File: src/hdl/sdc_pkg.sv
// Shared constants, encodings and carrier types for the SDRAM controller
package sdc_pkg;

  // =====================================================
  // Clock and timing figures
  localparam int CLK_PS      = 25000;   // 40 MHz pclk
  localparam int TWR_NS      = 14;      // write_recovery_time
  localparam int TRP_NS      = 19;      // row_close_period
  localparam int TRCD_NS     = 19;      // activate to read or write
  localparam int ROW_OPEN_TIME_NS     = 45;      // row_open_time, least
  localparam int ROW_OPEN_TIME_MAX_NS = 100000;  // row_open_time, longest
  localparam int TRC_NS      = 67;      // row_cycle_time
  localparam int TREFI_NS    = 7800;    // average refresh interval
  localparam int SELFREFRESH_EXIT_TIME_CK    = 1;       // selfrefresh_exit_time, cycles
  localparam int CAS_LAT     = 2;       // CAS latency set in the part
  localparam int SYNC_STAGES = 2;       // dq input synchroniser depth

  // Least times round up, longest times round down
  function automatic int cyc_up(input int ns);
    return (ns * 1000 + CLK_PS - 1) / CLK_PS;
  endfunction

  function automatic int cyc_dn(input int ns);
    return (ns * 1000) / CLK_PS;
  endfunction

  localparam logic [11:0] TWR_CYC     = 12'(cyc_up(TWR_NS));
  localparam logic [11:0] TRP_CYC     = 12'(cyc_up(TRP_NS));
  localparam logic [11:0] TRCD_CYC    = 12'(cyc_up(TRCD_NS));
  localparam logic [11:0] ROW_OPEN_TIME_CYC    = 12'(cyc_up(ROW_OPEN_TIME_NS));
  localparam logic [11:0] ROW_OPEN_TIME_MAX_CY = 12'(cyc_dn(ROW_OPEN_TIME_MAX_NS));
  localparam logic [11:0] TRC_CYC     = 12'(cyc_up(TRC_NS));
  localparam logic [11:0] TREFI_CYC   = 12'(cyc_dn(TREFI_NS));
  // Refresh falls due early so issue latency stays inside the interval
  localparam logic [11:0] REF_DUE_CYC = TREFI_CYC - 12'h010;
  localparam logic [11:0] SELFREFRESH_EXIT_TIME_CYC   = 12'(SELFREFRESH_EXIT_TIME_CK);
  // Read issue to capture: pin flop, CAS latency, sync, capture
  localparam logic [3:0]  RD_LAT      = 4'(CAS_LAT + SYNC_STAGES + 1);

  // =====================================================
  // APB register map (byte addresses)
  localparam logic [7:0] ADDR_CMD    = 8'h00;
  localparam logic [7:0] ADDR_CTRL   = 8'h04;
  localparam logic [7:0] ADDR_STATUS = 8'h08;
  localparam logic [7:0] ADDR_RDATA  = 8'h0c;
  localparam logic [7:0] ADDR_WDATA  = 8'h10;

  // Field positions
  localparam int CMD_OP_LSB   = 0;
  localparam int CMD_BANK_LSB = 4;
  localparam int CMD_AP_BIT   = 6;
  localparam int CMD_ADDR_LSB = 16;
  localparam int CTRL_AREF    = 0;
  localparam int CTRL_SEXIT   = 1;
  localparam int WDATA_MASK   = 16;
  localparam int STAT_ERR     = 3;
  localparam int AUTOCLOSE    = 10;   // all_bank_autoclose_bit

  localparam logic       CTRL_AREF_RST = 1'b1;

  // =====================================================
  // Order opcodes
  localparam logic [3:0] OP_NOP  = 4'h0;
  localparam logic [3:0] OP_ACT  = 4'h1;
  localparam logic [3:0] OP_RD   = 4'h2;
  localparam logic [3:0] OP_WR   = 4'h3;
  localparam logic [3:0] OP_PRE  = 4'h4;
  localparam logic [3:0] OP_PREA = 4'h5;
  localparam logic [3:0] OP_BST  = 4'h6;
  localparam logic [3:0] OP_REF  = 4'h7;
  localparam logic [3:0] OP_SREF = 4'h8;

  // Pin command codes {cs_n, ras_n, cas_n, we_n}
  localparam logic [3:0] PC_NOP = 4'h7;
  localparam logic [3:0] PC_ACT = 4'h3;
  localparam logic [3:0] PC_RD  = 4'h5;
  localparam logic [3:0] PC_WR  = 4'h4;
  localparam logic [3:0] PC_PRE = 4'h2;
  localparam logic [3:0] PC_BST = 4'h6;
  localparam logic [3:0] PC_REF = 4'h1;

  typedef struct packed {
    logic        cke;
    logic [3:0]  cmd;    // {cs_n, ras_n, cas_n, we_n}
    logic [1:0]  ba;     // {bank_select_high, bank_select_low}
    logic [12:0] addr;
    logic        dqm;
  } sdc_pins_s;

  localparam sdc_pins_s PINS_RST = '{cke: 1'b1, cmd: PC_NOP, ba: 2'h0,
                                     addr: 13'h0000, dqm: 1'b1};

  typedef struct packed {
    logic [12:0] addr;
    logic        ap;
    logic [1:0]  bank;
    logic [3:0]  op;
  } sdc_order_s;

  typedef enum logic [2:0] {
    ST_IDLE    = 3'h0,
    ST_PREALL  = 3'h1,
    ST_WAIT_RP = 3'h3,
    ST_REFRESH = 3'h2,
    ST_WAIT_RC = 3'h6,
    ST_SELF    = 3'h7,
    ST_EXIT    = 3'h5
  } sdc_state_e;

endpackage

File: src/hdl/sdc_bank.sv
// Per-bank row state and timing tracker
`timescale 1ns/1ps
module sdc_bank
  import sdc_pkg::*;
(
  input  logic pclk,
  input  logic presetn,
  input  logic act,
  input  logic pre,
  input  logic rw,
  input  logic wr,
  input  logic ap,
  output logic is_open,
  output logic ap_pend,
  output logic act_ok,
  output logic rw_ok,
  output logic pre_ok,
  output logic idle_ok,
  output logic ras_expired
);

  logic [11:0] since_act;
  logic [11:0] rp_cnt;
  logic [11:0] wr_cnt;

  // =====================================================
  // Timing terms
  wire ras_met  = since_act >= ROW_OPEN_TIME_CYC;
  wire wr_done  = wr_cnt == 12'h000;
  wire ap_fire  = ap_pend & wr_done & ras_met;
  wire close    = (pre | ap_fire) & is_open;

  assign act_ok      = ~is_open & ~ap_pend & (rp_cnt == 12'h000)
                       & (since_act >= TRC_CYC);
  assign rw_ok       = is_open & ~ap_pend & (since_act >= TRCD_CYC);
  assign pre_ok      = ~is_open | (~ap_pend & wr_done & ras_met);
  assign idle_ok     = ~is_open & ~ap_pend & (rp_cnt == 12'h000);
  assign ras_expired = is_open & (since_act >= ROW_OPEN_TIME_MAX_CY);

  // Row open flag; close on a bank already closed is ignored
  always_ff @(posedge pclk or negedge presetn) begin
    if (!presetn) begin
      is_open <= 1'b0;
    end else if (act) begin
      is_open <= 1'b1;
    end else if (close) begin
      is_open <= 1'b0;
    end
  end

  // Auto precharge follows write recovery and least row time
  always_ff @(posedge pclk or negedge presetn) begin
    if (!presetn) begin
      ap_pend <= 1'b0;
    end else if (rw & ap) begin
      ap_pend <= 1'b1;
    end else if (ap_fire) begin
      ap_pend <= 1'b0;
    end
  end

  // Cycles since activate, saturating
  always_ff @(posedge pclk or negedge presetn) begin
    if (!presetn) begin
      since_act <= 12'hfff;
    end else if (act) begin
      since_act <= 12'h000;
    end else if (since_act != 12'hfff) begin
      since_act <= since_act + 12'h001;
    end
  end

  // Row close period countdown
  always_ff @(posedge pclk or negedge presetn) begin
    if (!presetn) begin
      rp_cnt <= 12'h000;
    end else if (close) begin
      rp_cnt <= TRP_CYC;
    end else if (rp_cnt != 12'h000) begin
      rp_cnt <= rp_cnt - 12'h001;
    end
  end

  // Write recovery countdown
  always_ff @(posedge pclk or negedge presetn) begin
    if (!presetn) begin
      wr_cnt <= 12'h000;
    end else if (wr) begin
      wr_cnt <= TWR_CYC;
    end else if (wr_cnt != 12'h000) begin
      wr_cnt <= wr_cnt - 12'h001;
    end
  end

endmodule

File: src/hdl/sdc_ctrl.sv
// SDRAM command controller with APB register port
//
// The address map and the APB slave port were decided locally.
`timescale 1ns/1ps
// Function
// - Precharge only after write recovery time
// - Mask words during recovery before precharge
// - Activate only after row close period
// - Never terminate an auto precharge burst
// - Activate row before read or write
// - No bank command until auto precharge done
// - Row open between least and longest time
// - Times round up to whole cycles; the code rounds the longest row open time and the refresh interval down
// - Write interrupting read: mask two cycles prior; the code starts no order until rd_cnt is zero, so no write interrupts a read
// - All idle before refresh, row cycle after
// - Refresh at least every 7.8 us
// - Stable clock, cke high, then NOPs
// - Extra refresh after self refresh exit
// - Row cycle time at least 67 ns
// - Wait exit time after raising cke
module sdc_ctrl
  import sdc_pkg::*;
(
  input  logic        pclk,
  input  logic        presetn,
  input  logic        psel,
  input  logic        penable,
  input  logic        pwrite,
  input  logic [7:0]  paddr,
  input  logic [31:0] pwdata,
  output logic [31:0] prdata,
  output logic        pready,
  output logic        pslverr,
  output sdc_pins_s   pins,
  output logic [15:0] dq_out,
  output logic        dq_oe_n,
  input  logic [15:0] dq_in
);

  sdc_state_e  state;
  sdc_state_e  next_state;
  sdc_pins_s   next_pins;
  sdc_order_s  ord;
  logic        ord_valid;
  logic [15:0] wdata;
  logic        wmask;
  logic [15:0] rdata;
  logic        rd_valid;
  logic        err;
  logic        aref_en;
  logic        exit_req;
  logic        ref_due;
  logic        goal_ref;
  logic        goal_self;
  logic        last_ap;
  logic [11:0] ref_cnt;
  logic [11:0] trc_cnt;
  logic [3:0]  rd_cnt;
  logic [15:0] dq_meta;
  logic [15:0] dq_sync;
  logic [3:0]  b_open;
  logic [3:0]  b_ap;
  logic [3:0]  b_act_ok;
  logic [3:0]  b_rw_ok;
  logic [3:0]  b_pre_ok;
  logic [3:0]  b_idle_ok;
  logic [3:0]  b_ras_exp;
  logic        do_act;
  logic        do_rw;
  logic        do_wr;
  logic        do_pre;
  logic        do_prea;
  logic        do_ref;
  logic        drop;
  logic        drop_err;
  logic        set_goal_ref;
  logic        set_goal_self;

  function automatic logic [3:0] onehot(input logic [1:0] b);
    return 4'h1 << b;
  endfunction

  // =====================================================
  // APB decode
  wire acc      = psel & penable;
  wire wr_acc   = acc & pwrite;
  wire rd_setup = psel & ~penable & ~pwrite;
  wire hit_cmd  = paddr == ADDR_CMD;
  wire hit_ctrl = paddr == ADDR_CTRL;
  wire hit_stat = paddr == ADDR_STATUS;
  wire hit_rd   = paddr == ADDR_RDATA;
  wire hit_wd   = paddr == ADDR_WDATA;
  wire mapped   = hit_cmd | hit_ctrl | hit_stat | hit_rd | hit_wd;
  wire busy     = ord_valid | (rd_cnt != 4'h0) | (state != ST_IDLE);
  wire cmd_wr   = wr_acc & hit_cmd & ~busy;
  wire rd_clear = acc & ~pwrite & hit_rd;
  wire err_clr  = wr_acc & hit_stat & pwdata[STAT_ERR];
  wire in_self  = state == ST_SELF;

  assign pready  = 1'b1;
  assign pslverr = acc & (~mapped | (pwrite & hit_cmd & busy));

  wire [31:0] status = {23'h0, ref_due, b_open, err, rd_valid,
                        in_self, busy};
  wire [31:0] rd_mux = hit_cmd  ? {3'h0, ord.addr, 9'h0, ord.ap,
                                   ord.bank, ord.op} :
                       hit_ctrl ? {30'h0, exit_req, aref_en} :
                       hit_stat ? status :
                       hit_rd   ? {16'h0, rdata} :
                       hit_wd   ? {15'h0, wmask, wdata} : 32'h0;

  // Read data latched in setup for the access phase
  always_ff @(posedge pclk or negedge presetn) begin
    if (!presetn) begin
      prdata <= 32'h0;
    end else if (rd_setup) begin
      prdata <= rd_mux;
    end
  end

  // Order register, taken only while idle
  always_ff @(posedge pclk or negedge presetn) begin
    if (!presetn) begin
      ord_valid <= 1'b0;
      ord       <= '0;
    end else if (cmd_wr) begin
      ord_valid <= 1'b1;
      ord       <= '{addr: pwdata[CMD_ADDR_LSB +: 13],
                     ap:   pwdata[CMD_AP_BIT],
                     bank: pwdata[CMD_BANK_LSB +: 2],
                     op:   pwdata[CMD_OP_LSB +: 4]};
    end else if (drop) begin
      ord_valid <= 1'b0;
    end
  end

  // Control and write data registers
  always_ff @(posedge pclk or negedge presetn) begin
    if (!presetn) begin
      aref_en <= CTRL_AREF_RST;
      wdata   <= 16'h0;
      wmask   <= 1'b0;
    end else begin
      if (wr_acc & hit_ctrl) aref_en <= pwdata[CTRL_AREF];
      if (wr_acc & hit_wd) wdata <= pwdata[15:0];
      if (wr_acc & hit_wd) wmask <= pwdata[WDATA_MASK];
    end
  end

  // Sticky flags, a set beats a clear in the same cycle
  always_ff @(posedge pclk or negedge presetn) begin
    if (!presetn) begin
      err      <= 1'b0;
      rd_valid <= 1'b0;
      exit_req <= 1'b0;
    end else begin
      err      <= drop_err | (err & ~err_clr);
      rd_valid <= (rd_cnt == 4'h1) | (rd_valid & ~rd_clear);
      // Exit request lapses once the exit sequence has begun
      exit_req <= (wr_acc & hit_ctrl & pwdata[CTRL_SEXIT])
                  | (exit_req & ~in_self & (state != ST_EXIT));
    end
  end

  // =====================================================
  // Bank trackers
  wire [3:0] sel     = onehot(ord.bank);
  wire [3:0] pre_vec = do_prea ? 4'hf : (do_pre ? sel : 4'h0);
  for (genvar i = 0; i < 4; i++) begin : g_bank
    sdc_bank u_bank (
      .pclk        (pclk),
      .presetn     (presetn),
      .act         (do_act & sel[i]),
      .pre         (pre_vec[i]),
      .rw          (do_rw & sel[i]),
      .wr          (do_wr & sel[i]),
      .ap          (ord.ap),
      .is_open     (b_open[i]),
      .ap_pend     (b_ap[i]),
      .act_ok      (b_act_ok[i]),
      .rw_ok       (b_rw_ok[i]),
      .pre_ok      (b_pre_ok[i]),
      .idle_ok     (b_idle_ok[i]),
      .ras_expired (b_ras_exp[i])
    );
  end

  // =====================================================
  // Order sequencer
  wire b_is_open = |(b_open & sel);
  wire b_is_ap   = |(b_ap & sel);
  wire all_pre   = &b_pre_ok;
  wire all_idle  = &b_idle_ok;
  wire trc_done  = trc_cnt == 12'h000;
  wire can_go    = ord_valid & (rd_cnt == 4'h0);

  always_comb begin
    next_state    = state;
    do_act        = 1'b0;
    do_rw         = 1'b0;
    do_wr         = 1'b0;
    do_pre        = 1'b0;
    do_prea       = 1'b0;
    do_ref        = 1'b0;
    drop          = 1'b0;
    drop_err      = 1'b0;
    set_goal_ref  = 1'b0;
    set_goal_self = 1'b0;
    case (state)
      ST_IDLE: begin
        if (ref_due) begin
          next_state   = ST_PREALL;
          set_goal_ref = 1'b1;
        end else if (|b_ras_exp) begin
          next_state = ST_PREALL;
        end else if (can_go) begin
          case (ord.op)
            OP_ACT: begin
              drop_err = b_is_open;
              do_act   = ~b_is_open & (sel == (b_act_ok & sel))
                         & trc_done;
            end
            OP_RD, OP_WR: begin
              drop_err = ~b_is_open & ~b_is_ap;
              do_rw    = |(b_rw_ok & sel);
              do_wr    = do_rw & (ord.op == OP_WR);
            end
            OP_PRE:  do_pre  = |(b_pre_ok & sel);
            OP_PREA: do_prea = all_pre;
            OP_BST:  begin
              drop_err = last_ap;
              drop     = ~last_ap;
            end
            OP_REF: begin
              next_state   = ST_PREALL;
              set_goal_ref = 1'b1;
              drop         = 1'b1;
            end
            OP_SREF: begin
              next_state    = ST_PREALL;
              set_goal_self = 1'b1;
              drop          = 1'b1;
            end
            default: drop = 1'b1;
          endcase
          drop = drop | drop_err | do_act | do_rw | do_pre | do_prea;
        end
      end
      ST_PREALL: begin
        do_prea = all_pre & trc_done;
        if (do_prea) next_state = ST_WAIT_RP;
      end
      ST_WAIT_RP: begin
        if (all_idle) begin
          next_state = (goal_ref | goal_self) ? ST_REFRESH : ST_IDLE;
        end
      end
      ST_REFRESH: begin
        do_ref     = 1'b1;
        next_state = goal_self ? ST_SELF : ST_WAIT_RC;
      end
      ST_WAIT_RC: begin
        if (trc_done) next_state = ST_IDLE;
      end
      ST_SELF: begin
        if (exit_req) next_state = ST_EXIT;
      end
      ST_EXIT: begin
        if (trc_done) next_state = ST_IDLE;
      end
      default: next_state = ST_IDLE;
    endcase
  end

  // Pin word for the next cycle; mask stays high except on an unmasked write
  wire [12:0] rw_addr = {ord.addr[12:11], ord.ap, ord.addr[9:0]};
  wire [12:0] pa_addr = 13'h1 << AUTOCLOSE;
  wire        bst_go  = can_go & (state == ST_IDLE) & (ord.op == OP_BST)
                        & ~last_ap & ~ref_due & ~(|b_ras_exp);
  always_comb begin
    next_pins      = PINS_RST;
    next_pins.ba   = ord.bank;
    next_pins.addr = ord.addr;
    next_pins.cke  = ~((state == ST_SELF) & ~exit_req)
                     & ~(do_ref & goal_self);
    next_pins.dqm  = ~(do_wr & ~wmask);
    if (do_act) next_pins.cmd = PC_ACT;
    if (do_rw) next_pins.cmd = do_wr ? PC_WR : PC_RD;
    if (do_rw) next_pins.addr = rw_addr;
    if (do_pre) next_pins.cmd = PC_PRE;
    if (do_pre) next_pins.addr = 13'h0;
    if (do_prea) next_pins.cmd = PC_PRE;
    if (do_prea) next_pins.addr = pa_addr;
    if (bst_go) next_pins.cmd = PC_BST;
    if (do_ref) next_pins.cmd = PC_REF;
  end

  // State, pins and write data
  always_ff @(posedge pclk or negedge presetn) begin
    if (!presetn) begin
      state   <= ST_IDLE;
      pins    <= PINS_RST;
      dq_out  <= 16'h0;
      dq_oe_n <= 1'b1;
    end else begin
      state   <= next_state;
      pins    <= next_pins;
      dq_out  <= do_wr ? wdata : dq_out;
      dq_oe_n <= ~do_wr;
    end
  end

  // Refresh goals and last access mode
  always_ff @(posedge pclk or negedge presetn) begin
    if (!presetn) begin
      goal_ref  <= 1'b0;
      goal_self <= 1'b0;
      last_ap   <= 1'b0;
    end else begin
      goal_ref  <= set_goal_ref | (goal_ref & ~do_ref);
      goal_self <= set_goal_self | (goal_self & ~do_ref);
      if (do_rw) last_ap <= ord.ap;
    end
  end

  // Refresh interval timer; due flag set beats clear
  always_ff @(posedge pclk or negedge presetn) begin
    if (!presetn) begin
      ref_cnt <= 12'h000;
      ref_due <= 1'b0;
    end else begin
      ref_cnt <= (do_ref | ref_cnt == REF_DUE_CYC) ? 12'h000
                 : ref_cnt + 12'h001;
      ref_due <= (aref_en & ref_cnt == REF_DUE_CYC)
                 | (state == ST_SELF & exit_req)
                 | (ref_due & ~do_ref);
    end
  end

  // Row cycle hold after refresh and self refresh exit
  always_ff @(posedge pclk or negedge presetn) begin
    if (!presetn) begin
      trc_cnt <= 12'h000;
    end else if (do_ref) begin
      trc_cnt <= TRC_CYC;
    end else if (state == ST_SELF) begin
      trc_cnt <= TRC_CYC + SELFREFRESH_EXIT_TIME_CYC;
    end else if (trc_cnt != 12'h000) begin
      trc_cnt <= trc_cnt - 12'h001;
    end
  end

  // Read data path: two-stage sync then capture at fixed latency
  always_ff @(posedge pclk or negedge presetn) begin
    if (!presetn) begin
      dq_meta <= 16'h0;
      dq_sync <= 16'h0;
      rd_cnt  <= 4'h0;
      rdata   <= 16'h0;
    end else begin
      dq_meta <= dq_in;
      dq_sync <= dq_meta;
      rd_cnt  <= (do_rw & ~do_wr) ? RD_LAT
                 : (rd_cnt != 4'h0) ? rd_cnt - 4'h1 : 4'h0;
      if (rd_cnt == 4'h1) rdata <= dq_sync;
    end
  end

endmodule

File: config.mk
export PLATFORM = sky130hd
export DESIGN_NAME = sdc_ctrl
export DESIGN_NICKNAME = d
export VERILOG_FILES = /design/src/hdl/sdc_pkg.sv /design/src/hdl/sdc_bank.sv /design/src/hdl/sdc_ctrl.sv
export SDC_FILE = /design/constraint.sdc
export NUM_CORES = 1
export LEC_CHECK = 0
export CAP_MARGIN = 20
export CORE_ASPECT_RATIO = 0.7
export CORE_UTILIZATION = 39
export CTS_BUF_LIST = sky130_fd_sc_hd__clkbuf_4 sky130_fd_sc_hd__clkbuf_8
export CTS_CLUSTER_DIAMETER = 200
export DETAILED_ROUTE_END_ITERATION = 10
export DONT_BUFFER_PORTS = 1
export GPL_TIMING_DRIVEN = 0
export PLACE_DENSITY = 0.52
export SYNTH_ARGS = -nofsm -noshare
export SYNTH_HDL_FRONTEND = slang
export SYNTH_HIERARCHICAL = 1
export SYNTH_SLANG_ARGS = --single-unit
File: constraint.sdc
create_clock -name pclk -period 4.3 [get_ports pclk]
set_clock_uncertainty 0.15 [all_clocks]
set_input_delay 0.86 -clock pclk [delete_from_list [all_inputs] [get_ports pclk]]
set_output_delay 0.86 -clock pclk [all_outputs]
set_load 0.05 [all_outputs]
# After elaboration in Yosys (flattened, before gate mapping)
# Index checks and enable logic that the tools add are counted.
dict set report classes {
  add_sub_neg 15
  n_lt_le_gt_ge 16
  eq_ne 32
  shift 1
  muxes 146
  bitwise_logic 162
  n_reduce_logical 57
}
# op count
set ops {}
lappend ops {{12-bit two-way mux} 28}
lappend ops {{12-bit zero test} 9}
lappend ops {{12-bit nonzero test} 9}
lappend ops {{12-bit by 1-bit subtractor with 12-bit output (second input constant)} 9}
lappend ops {{1-bit AND} 101}
lappend ops {{12-bit by 2-bit >= comparator with 1-bit output (second input constant)} 8}
lappend ops {{1-bit two-way mux} 87}
lappend ops {{17-bit two-way mux} 4}
lappend ops {{12-bit by 1-bit adder with 12-bit output (second input constant)} 5}
lappend ops {{12-bit by 1-bit >= comparator with 1-bit output (second input constant)} 4}
lappend ops {{12-bit >= comparator (second input constant)} 4}
lappend ops {{12-bit inequality test (second input constant)} 4}
lappend ops {{2-bit nonzero test} 21}
lappend ops {{4-bit two-way mux} 9}
lappend ops {{29-bit two-way mux} 1}
lappend ops {{1-bit OR} 29}
lappend ops {{3-bit two-way mux} 9}
lappend ops {{1-bit NOT} 27}
lappend ops {{13-bit two-way mux} 2}
lappend ops {{4-bit AND} 5}
lappend ops {{4-bit OR reduction} 5}
lappend ops {{3-bit case mux with 6 select lines} 1}
lappend ops {{4-bit by 3-bit == test with 1-bit output (second input constant)} 4}
lappend ops {{8-bit by 4-bit == test with 1-bit output (second input constant)} 2}
lappend ops {{other kinds (29)} 42}
dict set report totals {
  reg_bits 347
  out_inout_bits 72
  elab_cells 479
}

# Depth between registers and ports, before layout
dict set report depth {
  word_depth 23
  depth_mapped 14
}

# Hierarchy
# The synthesis kept the hierarchy.
# module instances cells_each area_per_inst_um2 seq_area_each_um2
set modules_own_cells {}
lappend modules_own_cells {sdc_bank 4 226 2165.8 965.9}
lappend modules_own_cells {sdc_ctrl 1 698 8166.6 4788.3}

# Worst setup path before layout
# No wires, ideal clock.
dict set report synth_path {
  path_kind {input to output}
  start {input port paddr[3]}
  end {output port pslverr}
  t_arrival_ps 2881
  required_time_ps 3290
  slack_ps 409
  stages 4
  cell_sequence {clkbuf_1 -> or2_2 -> or4b_2 -> a31oi_1}
}
dict set report synth_between {
  elab_chain_len 8
}
# item line_no
set synth_lines {}
lappend synth_lines {{from (decl)} sdc_ctrl.sv:29} ;# input logic [7:0] paddr,
lappend synth_lines {{8-bit by 3-bit == test with 1-bit output or 8-bit zero test (tied branches)} {sdc_ctrl.sv:89, sdc_ctrl.sv:88}}
lappend synth_lines {{1-bit OR (4 in a row)} sdc_ctrl.sv:93} ;# wire mapped = hit_cmd | hit_ctrl | hit_stat | hit_rd | hit_wd;
lappend synth_lines {{1-bit NOT} sdc_ctrl.sv:101} ;# assign pslverr = acc & (~mapped | (pwrite & hit_cmd & busy));
lappend synth_lines {{1-bit OR *} sdc_ctrl.sv:101}
lappend synth_lines {{1-bit AND *} sdc_ctrl.sv:101}
lappend synth_lines {{to (decl)} sdc_ctrl.sv:33} ;# output logic pslverr,
# Every way passes the cells marked *; elsewhere a longest branch is shown, timed or not.

# Worst setup path in the final report
dict set report layout_path {
  start {register g_bank[3].u_bank.since_act[9]}
  end {register g_bank[1].u_bank.rp_cnt[2]}
}
# item line_no
set layout_lines {}
lappend layout_lines {{from (decl)} sdc_bank.sv:22} ;# logic [11:0] since_act;
lappend layout_lines {{from (signal assigned)} sdc_bank.sv:69} ;# since_act <= since_act + 12'h001;
lappend layout_lines {{12-bit >= comparator *} sdc_bank.sv:38} ;# assign ras_expired = is_open & (since_act >= ROW_OPEN_TIME_MAX_CY);
lappend layout_lines {{1-bit AND *} sdc_bank.sv:38}
lappend layout_lines {{named net b_ras_exp[3]} sdc_ctrl.sv:67} ;# logic [3:0] b_ras_exp;
lappend layout_lines {{4-bit OR reduction *} sdc_ctrl.sv:214} ;# end else if (|b_ras_exp) begin
lappend layout_lines {{1-bit two-way mux} sdc_ctrl.sv:214}
lappend layout_lines {{1-bit two-way mux} sdc_ctrl.sv:211} ;# if (ref_due) begin
lappend layout_lines {{1-bit two-way mux} sdc_ctrl.sv:209} ;# case (state)
lappend layout_lines {{4-bit two-way mux} sdc_ctrl.sv:168} ;# wire [3:0] pre_vec = do_prea ? 4'hf : (do_pre ? sel : 4'h0);
lappend layout_lines {{4-bit two-way mux *} sdc_ctrl.sv:168}
lappend layout_lines {{named net pre_vec[1]} sdc_ctrl.sv:168}
lappend layout_lines {{1-bit OR *} sdc_bank.sv:31} ;# wire close = (pre | ap_fire) & is_open;
lappend layout_lines {{1-bit AND *} sdc_bank.sv:31}
lappend layout_lines {{12-bit two-way mux or 2-bit nonzero test (tied branches)} --}
lappend layout_lines {{to (signal assigned)} sdc_bank.sv:80} ;# rp_cnt <= rp_cnt - 12'h001;
lappend layout_lines {{to (decl)} sdc_bank.sv:23} ;# logic [11:0] rp_cnt;
# The timed path passes the listed nets; every way through them passes the cells marked *. The select of a mux whose other input is x is not followed.
# A chain may end at the register's enable or synchronous reset.

==> flow_metrics.env <==
export IMPL_yosysSeqAreaShare_pct=51.4
export IMPL_swShare_pct=28.3
export IMPL_cp_max_fo=10
export IMPL_yosysWarnings=6
export IMPL_htreeDepth=2
export IMPL_final_cell_mix="dfrtp_1 (288), nor2_1 (136), nand2_1 (118), a21oi_1 (86), o21ai_0 (68)"
export IMPL_critPathArrivalTime_ps=4390
export IMPL_setup_viol=0
export IMPL_drt_initial_drc_count=1122
export IMPL_syn_area_um2=16800
export IMPL_relSlewSlack_pct=-0.114
export IMPL_clock_sinks=343
export IMPL_grt_max_degree=344
export IMPL_rows=63
export IMPL_power_leakage_uw=0.00852
export IMPL_cts_tree="yes"
export IMPL_die_h_um=176
export IMPL_regArea_um2=8650
export IMPL_grt_usage_pct=18.8
export IMPL_grt_pass1_vias=11700
export IMPL_total_power_uw=8130
export IMPL_clk_path_buf_depth=3
export IMPL_fin_crit_sh_pct=93.3
export IMPL_outcome="finished with violations"
export IMPL_syn_to_final_growth_pct=12.2
export IMPL_worst_slew_pin_slew_ps=1500
export IMPL_synth_xor_area_share_pct=2.45
export IMPL_violations="negative hold slack, max-slew violations"
export IMPL_comb_power_share_pct=16.3
export IMPL_synth_fa_ha_area_share_pct=2.68
export IMPL_cap_violations=0
export IMPL_insertion_delay_ps=620
export IMPL_ys_top_cells_by_area="dfrtp_1 (43%), dfstp_2 (8.6%), nor2_1 (3.1%)"
export IMPL_synthArstFlopShare_pct=100
export IMPL_p_int_uw=5830
export IMPL_final_common_cell="dfrtp_1"
export IMPL_io_pins=133
export IMPL_die_width_um=250
export IMPL_synth_compound_gate_area_share_pct=11.6
export IMPL_dp_hpwl_um=28300
export IMPL_worstSetupPathType="reg2reg"
export IMPL_end_kind="flip-flop"
export IMPL_routabilityCongestion=0.830
export IMPL_switchingPower_uw=2300
export IMPL_synthMuxAreaShare_pct=7.17
export IMPL_final_layout_size_suffix_gt1_share_pct=18.6
export IMPL_synth_edf_count=0
export IMPL_coreArea_um2=42400
export IMPL_vias=12400
export IMPL_io_buffers=0
export IMPL_start_util_pct=39.7
export IMPL_ys_ff_latch=343
export IMPL_overflow=0
export IMPL_syn_inst=1602
export IMPL_hold_path_class="in2async"
export IMPL_synth_flop_cell="dfrtp_1"
export IMPL_synth_top_area_cell="dfrtp_1"
export IMPL_clk_pin_slew_ps=60
export IMPL_start_kind="flip-flop"
export IMPL_hold_viol_final=114
export IMPL_viasPerCell=5.46
export IMPL_slew_viol_final=7
export IMPL_synthSimpleGateAreaFrac_pct=21.4
export IMPL_dr_pass1_iters=5
export IMPL_synth_top_area_share_pct=42.8
export IMPL_seqPwrFrac_pct=45.9
export IMPL_nets=1767
export IMPL_die_area_um2=44000
export IMPL_clkPwrFrac_pct=37.8
export IMPL_root_buffer="clkbuf_8"
export IMPL_antenna_found_initial=1
export IMPL_ant_nets=0
export IMPL_worst_hold_slack_ps=-167
export IMPL_num_fill_cells=3998
export IMPL_wl_um=41500
export IMPL_rsz0062_at_grt="no"
export IMPL_ir_drop_uv=282
export IMPL_syn_area_per_cell_um2=10.5
export IMPL_synth_cell_types=77
export IMPL_fin_cells=2269
export IMPL_period_minus_slack_ps=4010
export IMPL_antennaDiodeCount=0
export IMPL_p_per_area_nw_per_um2=431
export IMPL_synth_top_family_by_area="simple AND/OR/NAND/NOR gates"
export IMPL_required_ps=4680
export IMPL_drcViolationCount=0
export IMPL_clock_fmax_mhz=249
export IMPL_cts_made_buffers=55
export IMPL_grt_pass1_wl_um=66200
export IMPL_multiInputGateArea_um2=7690
export IMPL_avgRoutedWirePerCell_um=18.3
export IMPL_dp_cells=2159
## critical path, stage by stage (launching register included)
cell and delay, ps:
dfstp_2 570, nand3_1 210, nor3_1 590, nor4_2 160, nand4_1 160, clkbuf_1 370
nor2_1 120, a32oi_2 490, clkbuf_4 370, a21oi_1 90, a32o_1 270, buf_2 210
a21oi_1 170
## per-layer routing
layer | vias to the layer above | GRT usage [%] | part of all wire [%]
met5 | - | 0 | 0
met4 | 0 | 4.09 | 1.6
met3 | 61 | 4.05 | 5.1
met2 | 232 | 25.8 | 41
met1 | 6115 | 29.6 | 52
li1 | 5974 | - | -
## state kept, by name (all words and copies together) (netlist names), 16 cells and up
name and cells:
dq_sync 16, g_bank.u_bank/wr_cnt 48, dq_meta 16, dq_out 16, prdata 29, g_bank.u_bank/rp_cnt 48, wdata 16, pins 20
ord 18, rdata 16, g_bank.u_bank/since_act 48
## through the flow
step / util [%] / worst slack, ps / instance area [um2] / setup TNS [ps] / hold slack (ps)
finish: 44.5 / 288 / 18900 / 0 / -167
global route: 44.5 / 33.6 / 18900 / 0 / -208
CTS: 44.4 / 4.14 / 18800 / 0 / -230
detailed placement: 41.4 / -354 / 17500 / -12040 / 185
global placement: 41.3 / -234 / 17500 / -9150 / 184
floorplan: - / 409 / 16800 / 0 / 181
## cell usage after synthesis (all sizes together), types with 9 or more instances
cell / instances
nor2: 139
nor3b: 17
or3b: 9
nand3b: 18
or2: 22
or4: 33
a31o: 9
and3: 20
a211oi: 12
and4: 11
xor2: 27
o41ai: 12
dfrtp: 288
o21ai: 70
or3: 14
nand2: 118
a22oi: 11
o31ai: 26
ha: 36
nand4: 27
buf: 28
a21oi: 86
xnor2: 20
o211ai: 12
nand2b: 25
nand3: 49
mux2i: 25
inv: 49
and2: 18
mux2: 75
clkbuf: 47
nor2b: 15
dfstp: 55
nor4: 44
nor3: 45
## power groups by stage
stage          registers, uW  logic (uW)  clock network (uW)
2_1_floorplan           3720         999                   0
3_3_place_gp            3780        1190                   0
3_5_place_dp            3780        1230                   0
4_1_cts                 3730        1250                3180
5_1_grt                 3770        1510                3310
6_report                3740        1320                3070
## layout make-up
type                    count  share of cell area, %
multi-input cells        1138                   40.8
clock inverters             7                  0.411
inverters                  49                  0.974
clock buffers              97                   6.08
flip-flops and latches    343                   45.8
well taps                 552                   3.66
repair buffers              8                  0.318
plain buffers              75                   1.97
## kinds of logic after synthesis
kind of cell,count (synthesis)
adder cells (fa/ha/maj),36
AND/OR/NAND/NOR,645
XOR/XNOR,47
buffers and inverters,124
flip-flops,343
AO/OA/AOI/OAI,300
multiplexers,105
other,2
## worst paths after layout
| path | slack (ps) | depth (start not counted) | endpoint | startpoint |
|---|---|---|---|---|
| max | 290 | 12 | g_bank[1].u_bank/rp_cnt[2] | g_bank[3].u_bank/since_act[9] |
| min | -170 | 0 | g_bank[0].u_bank/rp_cnt[6] | presetn |
| max reg2reg | 290 | 12 | g_bank[1].u_bank/rp_cnt[2] | g_bank[3].u_bank/since_act[9] |
| min reg2reg | 200 | 0 | dq_sync[8] | dq_meta[8] |
| max in group asynchronous | 2990 | 0 | g_bank[1].u_bank/wr_cnt[0] | presetn |
| min in group pclk | 120 | 0 | dq_meta[6] | dq_in[6] |
## repair_timing
action                     CTS  global route
pin swaps                    1             4
setup endpoints to repair   91           100
gates resized for setup     10             9
gates cloned                 0             0
setup buffers                1             5
hold endpoints to repair   288           288
(Power assumes the default switching activity.)
